## src/core/tmr0_pkg.sv

```systemverilog
// Purpose: constants and carrier types for the asynchronous 8-bit timer block
// Assumes: register index = printed offset, byte address = 4 * index
// Notes: all reset values are zero
package tmr0_pkg;

  // Register indices (byte address is four times the index)
  localparam logic [7:0] IDX_GEN_CTRL = 8'h23;
  localparam logic [7:0] IDX_IRQ_MASK = 8'h6e;
  localparam logic [7:0] IDX_ASYNC_STAT = 8'hb6;
  localparam logic [7:0] IDX_COUNT = 8'h27;
  localparam logic [7:0] IDX_COMPARE = 8'h28;
  localparam logic [7:0] IDX_CTRL_A = 8'h25;
  localparam logic [7:0] IDX_CTRL_B = 8'h26;
  localparam logic [7:0] IDX_IRQ_FLAGS = 8'h35;
  localparam logic [7:0] IDX_CPU_STATUS = 8'h3f;

  // Field positions
  localparam int BIT_EXT_CLK = 6;
  localparam int BIT_ASYNC = 5;
  localparam int BIT_CNT_BUSY = 4;
  localparam int BIT_CMP_BUSY = 3;
  localparam int BIT_CTA_BUSY = 1;
  localparam int BIT_CTB_BUSY = 0;
  localparam int BIT_HOLD = 7;
  localparam int BIT_PRE_RST = 1;
  localparam int BIT_PRE_RST_OTHER = 0;
  localparam int BIT_IRQ_CMP = 1;
  localparam int BIT_IRQ_OVF = 0;
  localparam int BIT_GIE = 7;

  // Writable field masks of the control registers
  localparam logic [7:0] CTRL_A_MASK = 8'hc3;
  localparam logic [7:0] CTRL_B_MASK = 8'h07;

  // Values after reset and counter limits
  localparam logic [7:0] RESET_BYTE = 8'h00;
  localparam logic [7:0] COUNT_MAX = 8'hff;
  localparam logic [7:0] COUNT_BOTTOM = 8'h00;
  localparam int PRE_W = 10;

  // Counting modes (waveform generation field of control A)
  typedef enum logic [1:0] {
    MODE_NORMAL = 2'b00,
    MODE_PHASE = 2'b01,
    MODE_CTC = 2'b10,
    MODE_FAST = 2'b11
  } timer_mode_t;

  // Avalon-MM request and answer
  typedef struct packed {
    logic read;
    logic write;
    logic [9:0] address;
    logic [31:0] writedata;
  } av_req_t;

  typedef struct packed {
    logic waitrequest;
    logic [31:0] readdata;
  } av_rsp_t;

endpackage

```

## src/core/tmr0_async_core.sv

```systemverilog
// Purpose: register file, prescaler, 8-bit counter and flags of the async timer
// Assumes: async timer clock and system-clock-source status arrive as pins
// Notes: async writes go to holding registers and land on a timer clock edge
//
// Design decision made here: the Avalon-MM slave port.
`timescale 1ns/10ps

// Function
// - External clock buffer on, oscillator only otherwise
// - Select zero: counting from the system clock
// - Select one: counting from crystal or external clock
// - Select stays one only on RC clocks
// - Async count write sets busy until loaded
// - Async compare write sets busy until transferred
// - Async control A write sets busy until transferred
// - Async control B write sets busy until transferred
// - Count reads live, others read holding register
// - Compare interrupt needs enable, global, flag
// - Overflow interrupt needs enable, global, flag
// - Compare flag sets on match, clears acknowledged
// - Overflow flag sets on overflow, clears acknowledged
// - Phase mode overflow at bottom direction change
// - Prescaler reset bit clears right after reset
// - Async prescaler reset reads one until done
// - Hold mode keeps prescaler reset bit set
// - Reserved mask and flag bits read zero
// - Leaving hold mode clears both reset bits
module tmr0_async_core #(
  parameter int ADDR_W = 10
) (
  // Clock and reset
  input wire logic CLK_I,
  input wire logic RST_N_I,
  // Register bus
  input wire tmr0_pkg::av_req_t AV_REQ_I,
  output tmr0_pkg::av_rsp_t AV_RSP_O,
  // Clock source pins
  input wire logic ASYNC_CLK_I,
  input wire logic SYS_CLK_IS_RC_I,
  // Interrupt vector taken: bit 1 compare, bit 0 overflow
  input wire logic [1:0] IRQ_ACK_I,
  // Interrupt requests and oscillator controls
  output logic [1:0] IRQ_O,
  output logic XOSC_EN_O,
  output logic EXT_CLK_BUF_EN_O
);
  import tmr0_pkg::*;

  if (ADDR_W != 10) begin : g_chk
    $error("ADDR_W must match the 10-bit request address");
  end

  typedef struct packed {
    logic aclk_s1, aclk_s2, aclk_s3;
    logic rc_s1, rc_s2;
    logic wait_q;
    logic [7:0] rdata;
    logic ext_en, as_sel;
    logic cnt_busy, cmp_busy, cta_busy, ctb_busy;
    logic [7:0] count, cnt_tmp, cmp_act, cmp_tmp, cta_act, cta_tmp, ctb_act, ctb_tmp;
    logic dir_down, cmp_block;
    logic hold, pre_rst, pre_rst_other;
    logic [PRE_W-1:0] pre;
    logic [1:0] irq_en, flags;
    logic gie;
    logic [1:0] irq;
    logic xosc, extbuf;
  } state_t;

  state_t s_q, s_d;
  logic [1:0] rst_sync_q;
  logic rst_n;
  logic req, wr_take, rd_take, src_edge, src_tick, tick, match;
  logic [7:0] idx, wd, rmux;
  logic [PRE_W-1:0] tap_mask;
  logic [1:0] flag_set, flag_clr;
  timer_mode_t mode;

  ////////////////////////////////////////////////////////////////////////////
  // Reset release through two flip-flops
  always_ff @(posedge CLK_I or negedge RST_N_I) begin
    if (!RST_N_I) begin
      rst_sync_q <= 2'b00;
    end else begin
      rst_sync_q <= {rst_sync_q[0], 1'b1};
    end
  end
  assign rst_n = rst_sync_q[1];

  ////////////////////////////////////////////////////////////////////////////
  // Bus decode and timer clock enables
  assign req = AV_REQ_I.read | AV_REQ_I.write;
  assign wr_take = AV_REQ_I.write && !s_q.wait_q;
  assign rd_take = AV_REQ_I.read && !s_q.wait_q;
  assign idx = AV_REQ_I.address[9:2];
  assign wd = AV_REQ_I.writedata[7:0];
  assign mode = timer_mode_t'(s_q.cta_act[1:0]);
  assign src_edge = s_q.aclk_s2 & ~s_q.aclk_s3;
  assign src_tick = s_q.as_sel ? src_edge : 1'b1;

  // Prescaler tap for the clock select code
  always_comb begin
    unique case (s_q.ctb_act[2:0])
      3'h1: tap_mask = 10'h000;
      3'h2: tap_mask = 10'h007;
      3'h3: tap_mask = 10'h01f;
      3'h4: tap_mask = 10'h03f;
      3'h5: tap_mask = 10'h07f;
      3'h6: tap_mask = 10'h0ff;
      3'h7: tap_mask = 10'h3ff;
      default: tap_mask = 10'h000;
    endcase
  end
  assign tick = src_tick && !s_q.pre_rst && (s_q.ctb_act[2:0] != 3'h0)
    && ((s_q.pre & tap_mask) == tap_mask);
  assign match = tick && (s_q.count == s_q.cmp_act) && !s_q.cmp_block;

  // read mux, holding registers for compare and controls
  always_comb begin
    unique case (idx)
      IDX_GEN_CTRL: rmux = {s_q.hold, 5'h00, s_q.pre_rst, s_q.pre_rst_other};
      IDX_IRQ_MASK: rmux = {6'h00, s_q.irq_en};
      IDX_IRQ_FLAGS: rmux = {6'h00, s_q.flags};
      IDX_ASYNC_STAT: rmux = {1'b0, s_q.ext_en, s_q.as_sel, s_q.cnt_busy, s_q.cmp_busy,
                              1'b0, s_q.cta_busy, s_q.ctb_busy};
      IDX_COUNT: rmux = s_q.count;
      IDX_COMPARE: rmux = s_q.cmp_tmp;
      IDX_CTRL_A: rmux = s_q.cta_tmp;
      IDX_CTRL_B: rmux = s_q.ctb_tmp;
      IDX_CPU_STATUS: rmux = {s_q.gie, 7'h00};
      default: rmux = RESET_BYTE;
    endcase
  end

  ////////////////////////////////////////////////////////////////////////////
  // Next state
  always_comb begin
    s_d = s_q;
    flag_set = 2'b00;
    flag_clr = IRQ_ACK_I;
    // Pin synchronisers
    s_d.aclk_s1 = ASYNC_CLK_I;
    s_d.aclk_s2 = s_q.aclk_s1;
    s_d.aclk_s3 = s_q.aclk_s2;
    s_d.rc_s1 = SYS_CLK_IS_RC_I;
    s_d.rc_s2 = s_q.rc_s1;
    // Bus handshake: one wait cycle, then answer
    if (req && s_q.wait_q) begin
      s_d.wait_q = 1'b0;
      s_d.rdata = rmux;
    end else begin
      s_d.wait_q = 1'b1;
    end
    // prescaler reset held in hold mode, else cleared on source tick
    if (s_q.pre_rst) begin
      s_d.pre = '0;
      if (!s_q.hold && src_tick) begin
        s_d.pre_rst = 1'b0;
      end
    end else if (src_tick) begin
      s_d.pre = s_q.pre + 1'b1;
    end
    // other timer's reset bit held in hold mode, else cleared on the next clock without waiting for a source tick
    if (s_q.pre_rst_other && !s_q.hold) begin
      s_d.pre_rst_other = 1'b0;
    end
    // Counter stepping
    if (tick) begin
      s_d.cmp_block = 1'b0;
      unique case (mode)
        MODE_PHASE: begin
          if (s_q.dir_down) begin
            s_d.count = s_q.count - 1'b1;
            if (s_q.count == COUNT_BOTTOM) begin
              s_d.count = s_q.count + 1'b1;
              s_d.dir_down = 1'b0;
              flag_set[BIT_IRQ_OVF] = 1'b1;
            end
          end else if (s_q.count == COUNT_MAX) begin
            s_d.count = s_q.count - 1'b1;
            s_d.dir_down = 1'b1;
          end else begin
            s_d.count = s_q.count + 1'b1;
          end
        end
        MODE_CTC: begin
          s_d.count = match ? COUNT_BOTTOM : s_q.count + 1'b1;
          flag_set[BIT_IRQ_OVF] = (s_q.count == COUNT_MAX);
        end
        MODE_NORMAL, MODE_FAST: begin
          s_d.count = s_q.count + 1'b1;
          flag_set[BIT_IRQ_OVF] = (s_q.count == COUNT_MAX);
        end
      endcase
    end
    flag_set[BIT_IRQ_CMP] = match;
    // transfer from holding registers on the async edge
    if (s_q.as_sel && src_edge) begin
      if (s_q.cnt_busy) begin
        s_d.count = s_q.cnt_tmp;
        s_d.cnt_busy = 1'b0;
      end
      if (s_q.cmp_busy) begin
        s_d.cmp_act = s_q.cmp_tmp;
        s_d.cmp_busy = 1'b0;
      end
      if (s_q.cta_busy) begin
        s_d.cta_act = s_q.cta_tmp;
        s_d.cta_busy = 1'b0;
      end
      if (s_q.ctb_busy) begin
        s_d.ctb_act = s_q.ctb_tmp;
        s_d.ctb_busy = 1'b0;
      end
    end
    // Register writes take effect on the answering edge
    if (wr_take) begin
      unique case (idx)
        IDX_GEN_CTRL: begin
          s_d.hold = wd[BIT_HOLD];
          s_d.pre_rst = wd[BIT_PRE_RST];
          s_d.pre_rst_other = wd[BIT_PRE_RST_OTHER];
          // leaving hold releases both prescalers together
          if (s_q.hold && !wd[BIT_HOLD]) begin
            s_d.pre_rst = 1'b0;
            s_d.pre_rst_other = 1'b0;
          end
        end
        IDX_IRQ_MASK: s_d.irq_en = wd[1:0];
        IDX_IRQ_FLAGS: flag_clr = flag_clr | wd[1:0];
        IDX_ASYNC_STAT: begin
          s_d.ext_en = wd[BIT_EXT_CLK];
          // async select kept only on RC system clock
          s_d.as_sel = wd[BIT_ASYNC] & s_q.rc_s2;
        end
        IDX_CPU_STATUS: s_d.gie = wd[BIT_GIE];
        IDX_COUNT: begin
          s_d.cnt_tmp = wd;
          s_d.cmp_block = 1'b1;
          if (s_q.as_sel) begin
            s_d.cnt_busy = 1'b1;
          end else begin
            s_d.count = wd;
          end
        end
        IDX_COMPARE: begin
          s_d.cmp_tmp = wd;
          if (s_q.as_sel) begin
            s_d.cmp_busy = 1'b1;
          end else begin
            s_d.cmp_act = wd;
          end
        end
        IDX_CTRL_A: begin
          s_d.cta_tmp = wd & CTRL_A_MASK;
          if (s_q.as_sel) begin
            s_d.cta_busy = 1'b1;
          end else begin
            s_d.cta_act = wd & CTRL_A_MASK;
          end
        end
        IDX_CTRL_B: begin
          s_d.ctb_tmp = wd & CTRL_B_MASK;
          if (s_q.as_sel) begin
            s_d.ctb_busy = 1'b1;
          end else begin
            s_d.ctb_act = wd & CTRL_B_MASK;
          end
        end
        default: ;
      endcase
    end
    s_d.flags = (s_q.flags & ~flag_clr) | flag_set;
    s_d.irq = s_q.irq_en & s_q.flags & {2{s_q.gie}} & ~flag_clr;
    s_d.xosc = s_q.as_sel & ~s_q.ext_en;
    s_d.extbuf = s_q.as_sel & s_q.ext_en;
  end

  ////////////////////////////////////////////////////////////////////////////
  // State register
  always_ff @(posedge CLK_I or negedge rst_n) begin
    if (!rst_n) begin
      s_q <= '0;
      s_q.wait_q <= 1'b1;
    end else begin
      s_q <= s_d;
    end
  end

  // Outputs straight from flip-flops
  assign AV_RSP_O = '{waitrequest: s_q.wait_q, readdata: {24'h000000, s_q.rdata}};
  assign IRQ_O = s_q.irq;
  assign XOSC_EN_O = s_q.xosc;
  assign EXT_CLK_BUF_EN_O = s_q.extbuf;
endmodule

```

## config.mk

```make
export PLATFORM = sky130hd
export DESIGN_NAME = tmr0_async_core
export DESIGN_NICKNAME = d
export VERILOG_FILES = /design/src/core/tmr0_pkg.sv /design/src/core/tmr0_async_core.sv
export SDC_FILE = /design/constraint.sdc
export NUM_CORES = 1
export LEC_CHECK = 0
export ABC_AREA = 1
export BUFFER_PORTS_ARGS = -buffer_cell sky130_fd_sc_hd__buf_4
export CORE_MARGIN = 2
export CORE_UTILIZATION = 45
export DETAILED_ROUTE_END_ITERATION = 7
export PLACE_DENSITY = 0.66
export SLEW_MARGIN = 20
export SYNTH_ARGS = -nofsm -noshare
export SYNTH_HDL_FRONTEND = slang
export SYNTH_SLANG_ARGS = --single-unit
```

## constraint.sdc

```tcl
create_clock -name CLK_I -period 3.55 [get_ports CLK_I]
set_input_delay 0.1775 -clock CLK_I [delete_from_list [all_inputs] [get_ports CLK_I]]
set_output_delay 0.1775 -clock CLK_I [all_outputs]
set_load 0.02 [all_outputs]
```

After elaboration in Yosys (flattened, before gate mapping)
Cells that the tools add are included.
Storage, ports and cells
  bits of input ports: 50
  output and inout bits: 37
  word-level logic and storage cells: 158
  register bits after elaboration: 101
Operators by class
  bitwise logic cells: 15
  reductions and logical operators: 31
  add/sub/neg operators: 3
  equality and inequality tests: 21
  mux-type cells: 54
Operators with widths (count)
  8-bit two-way mux: 16
  8-bit one-hot mux with 9 select lines: 1
  68-bit two-way mux: 1
  16-bit two-way mux: 4
  10-bit one-hot mux with 6 select lines: 1
  8-bit by 6-bit equality test with 1-bit output, second input constant: 7
  8-bit one-hot mux with 3 select lines: 1
  1-bit two-way mux: 21
  10-bit two-way mux: 2
  2-bit AND reduction: 9
  8-bit equality test, second input constant: 2
  3-bit equality test, second input constant: 4
  12-bit two-way mux: 1
  1-bit logical AND: 11
  10-bit by 1-bit adder with 10-bit output, second input constant: 1
  10-bit AND: 1
  10-bit equality test: 1
  8-bit by 1-bit adder with 8-bit output, second input constant: 1
  2-bit AND: 4
  8-bit by 7-bit equality test with 1-bit output, second input constant: 1
  8-bit equality test: 1
  8-bit zero test: 1
  8-bit by 1-bit subtractor with 8-bit output, second input constant: 1
  3-bit by 2-bit equality test with 1-bit output, second input constant: 2
  other kinds (17): 29

Longest topological paths before layout
  depth in word-level cells: 16
  gate-level depth with buffers: 16
  gate-level depth less buffers: 16

Worst setup path after synthesis
No wires, ideal clock.
  kind: register to register
  start: register s_q[80] in the netlist's numbering
  end: register s_q[87] in the netlist's numbering
  clock period less this slack: 1632 ps
  arrival time: 1516 ps
  cell stages (with the launch flop): 13
  setup time: 116 ps
  setup slack: 1918 ps
  path buffers: 0
  data required time: 3434 ps
  cell sequence: dfrtp_1 > ha_1 > nand3_2 > nor2_2 > nand4_1 > nand2_1 > nand3_2 > nor2_1 > nor2_1 > nand3_1 > nand2_1 > nand2_1 > nand2_1
RTL lines
  start: declaration: line tmr0_async_core.sv:70  | state_t s_q, s_d;

==> metrics.md <==
| Metric | Value |
|---|---|
| N_diodes | 0 |
| Setup WS pre-CTS | 1.30 ns |
| Vias per std cell | 5.13 |
| Total length of routed wires | 12400 µm |
| Hold Startpoint | AV_REQ_I[4] |
| Largest net degree at the start of global routing | 48 |
| Routability congestion estimate | 0.921 |
| Root Driver | clkbuf_16 |
| Period utilization | 64.3% |
| Avg Cell Area, Syn | 7.70 µm² |
| VDD IR-drop max | 0.247 mV |
| Slowest CP cell | dfrtp_1 |
| Final net count | 768 |
| Setup ws final | 1.27 ns |
| CP most frequent cell | nand2_1 |
| Area fraction of the dominant cell type after synthesis | 42.2% |
| Clock skew | 0.0105 ns |
| Initial core utilization | 46.2% |
| Internal | 1780 µW |
| Die Width | 112 µm |
| Final Max Slew Viols | 0 |
| Register area share after synthesis | 42.7% |
| Gate power share | 20.2% |
| Max cap viols | 0 |
| Crit path kind | register to register |
| ANT nets after route | 0 |
| Hold WC Path Type | input port to register |
| Max stage delay on crit path | 0.44 ns |
| Sequential power share | 46.0% |
| Die area | 12600 µm² |
| Unrepaired setup endpoints after global routing | no |
| Clock share of power | 33.8% |
| Clk sinks | 90 |
| Clk_lat worst skew | 0.35 ns |
| Crit path time final | 2.28 ns |
| Critical Path Fanout Max | 13 |
| First-pass GRT wire length | 20800 µm |
| CP Launch Type | register |
| Reg2reg end | s_q[85] |
| CTS Buffer Depth | 2 |
| Worst slew margin | 54.5% |
| Iter 0 DRT Violations | 289 |
| Share of layout cells above drive strength 1 | 13.1% |
| Crit path DAT | 2.52 ns |
| WL per Instance | 14.5 µm |
| Hold-critical path depth | 3 |
| Netlist cell types | 43 |
| CTS tree | yes |
| IO buf count | 36 |
| Final Hold Vio Count | 0 |
| CP delay by family, top | simple AND/OR/NAND/NOR gates |
| Row cnt | 39 |
| Mapped Cells | 686 |
| GRT overflow | 0 |
| Worst Path Required | 3.78 ns |
| FF-to-FF path depth | 12 |
| Finish-stage setup viols | 0 |
| Post-Syn Area | 5280 µm² |
| Seq cells post-synth | 90 |
| Buffers and inverters on the worst path | 1 |
| Commonest cells after routing, fill and taps aside | nand2_1 (177), dfrtp_1 (88), inv_1 (75), o21ai_0 (60), nor2_1 (60) |
| Layout area overhead | 9.86% |
| Post-synth EDFFs | 0 |
| Post-CTS resize count | 0 |
| Total track usage | 20.7% |
| Hpwl dp | 9150 µm |
| Main area contributors after synthesis | dfrtp_1 (42%), nand2_1 (13%), o21ai_0 (5.7%) |
| Sw Share | 32.8% |
| Leakage power | 0.00293 µW |
| Synth Warn # | 0 |
| Worst Tran Pin Value | 0.676 ns |
| Setup crit end kind | register |
| Initial antenna violation count | 0 |
| Drt first pass iters | 5 |
| Pwr per Cell Area | 457 nW/µm² |
| Setup Buffers After CTS | 0 |
| Most common cell after layout, fill and taps aside | nand2_1 |
| H-tree depth | 3 |
| Drt drc | 0 |
| Clock transition at path regs | 0.07 ns |
| CP cell instances | inv_1 -> nand2_2 -> nor2_2 -> nand2_2 -> nor2_4 -> nand2_1 -> nand2_1 -> nand3_2 -> nand3b_1 -> nand2_1 -> nand2_1 -> nand2_1 |
| Net Switching | 871 µW |
| R2R Setup Slk | 1.27 ns |
| Die Ht | 112 µm |
| Reg2Reg Launch Point | s_q[20] |
| Vias in the first global route | 4088 |
| Largest area contributor in the netlist | dfrtp_1 |
| Status | complete, no violations |
| Post-synth ARST share | 100% |
| Layout filler cell count | 1120 |
| Core box area | 11400 µm² |
| Hold path endpoint | s_q[84] |
| Setup_tns | 0 ns |
| Top achievable clock speed | 0.438 GHz |
| Vias post-DR | 4411 |
| I/O pin count | 87 |
| Final hold slack | 0.0485 ns |
| TritonCTS buffer count | 9 |
| Main synth FF type | dfrtp_1 |
| Final core occ | 50.8% |
[sequential cells by signal (all words and copies together), names as in the netlist]
| signal | cells |
|---|---|
| EXT_CLK_BUF_EN_O | 1 |
| XOSC_EN_O | 1 |
| mode | 2 |
| IRQ_O | 2 |
| s_q | 70 |
| AV_RSP_O | 9 |
| s_d | 3 |
| rst_sync_q | 2 |
[cells by family (layout without fill, tap and decap cells)]
logic type | Yosys count | count (layout) | synth area share, %
XOR/XNOR | 8 | 8 | 1.33
other | 2 | 25 | 0.142
flip-flops | 90 | 90 | 42.7
AND/OR/NAND/NOR | 321 | 321 | 28.8
adder cells (fa/ha/maj) | 6 | 6 | 1.42
buffers and inverters | 135 | 143 | 13.0
AO/OA/AOI/OAI | 124 | 124 | 12.7
[worst reg2reg max path, cell delays in order, from the launching register on]
cell and delay [ns]:
dfrtp_1 0.44, inv_1 0.28, nand2_2 0.12, nor2_2 0.10
nand2_2 0.07, nor2_4 0.32, nand2_1 0.20, nand2_1 0.14
nand3_2 0.16, nand3b_1 0.15, nand2_1 0.08, nand2_1 0.06
nand2_1 0.04
[stage by stage]
step                total power (µW)  cells  area, µm²
CTS                             2680    860       5800
global placement                1750    840       5470
detailed placement              1770    841       5500
global route                    2810    860       5800
finish                          2650    860       5800
floorplan                       1640    709       5370
[area by class of cell]
cell class                      count  area [µm²]  area share (%)
Sequential cell                    90        2260            38.9
Clock inverter                      5        38.8           0.669
Tap cell                          143         179            3.08
Clock buffer                       11         233            4.01
Inverter                           85         324            5.59
Timing Repair Buffer               42         343            5.91
Multi-Input combinational cell    484        2430            41.8
[power by group through the flow]
stage	registers (µW)	clock network (µW)	logic (µW)
floorplan	1190	0	450
global placement	1240	0	501
detailed placement	1240	0	531
CTS	1220	920	537
global route	1230	958	619
finish	1220	896	536
[what timing repair did]
action                                  in CTS  in global routing
endpoints found under the setup margin       0                  0
hold buffers                                 3                  0
hold endpoints to repair                     4                  0
[cells in the mapped netlist, types with 2 or more instances]
cell type,n
nor2_1,60
nor2_2,3
buf_6,2
nand2_2,6
buf_2,7
o21ai_1,19
nor2_8,2
nor3_2,2
clkbuf_1,2
nor2_4,6
o21a_1,3
o31ai_1,2
xnor2_1,3
ha_1,6
inv_2,8
nand3_2,3
nand4_1,11
nand2_4,3
conb_1,2
nand3_1,30
inv_1,75
nor3_1,9
nand3b_1,2
nand2_1,177
a21oi_1,25
o22ai_1,4
nor4_1,3
o211ai_1,4
nor4_4,2
dfrtp_1,89
a31oi_1,5
buf_4,37
xor2_1,5
o21ai_0,60
[routing by layer]
metal,GRT usage (%),routed length (µm),vias up
met2,31.8,5770,114
met1,29.6,5870,2077
li1,-,-,2205
met3,3.94,537,15
met5,0,0,-
met4,6.99,246,0
[worst max-delay path by stage]
| stage | start | endpoint | slack, ns | depth (start not counted) |
|---|---|---|---|---|
| after global placement | s_q[20] | s_q[85] | 1.33 | 12 |
| final | s_q[20] | s_q[85] | 1.27 | 12 |
| after CTS | s_q[20] | s_q[81] | 1.28 | 12 |
| after detailed placement | s_q[20] | s_q[81] | 1.30 | 12 |
| after floorplan | rst_sync_q[1] | AV_RSP_O[0] | 0.86 | 0 |
| after global routing | s_q[20] | s_q[81] | 1.07 | 12 |
(Power assumes the default switching activity.)
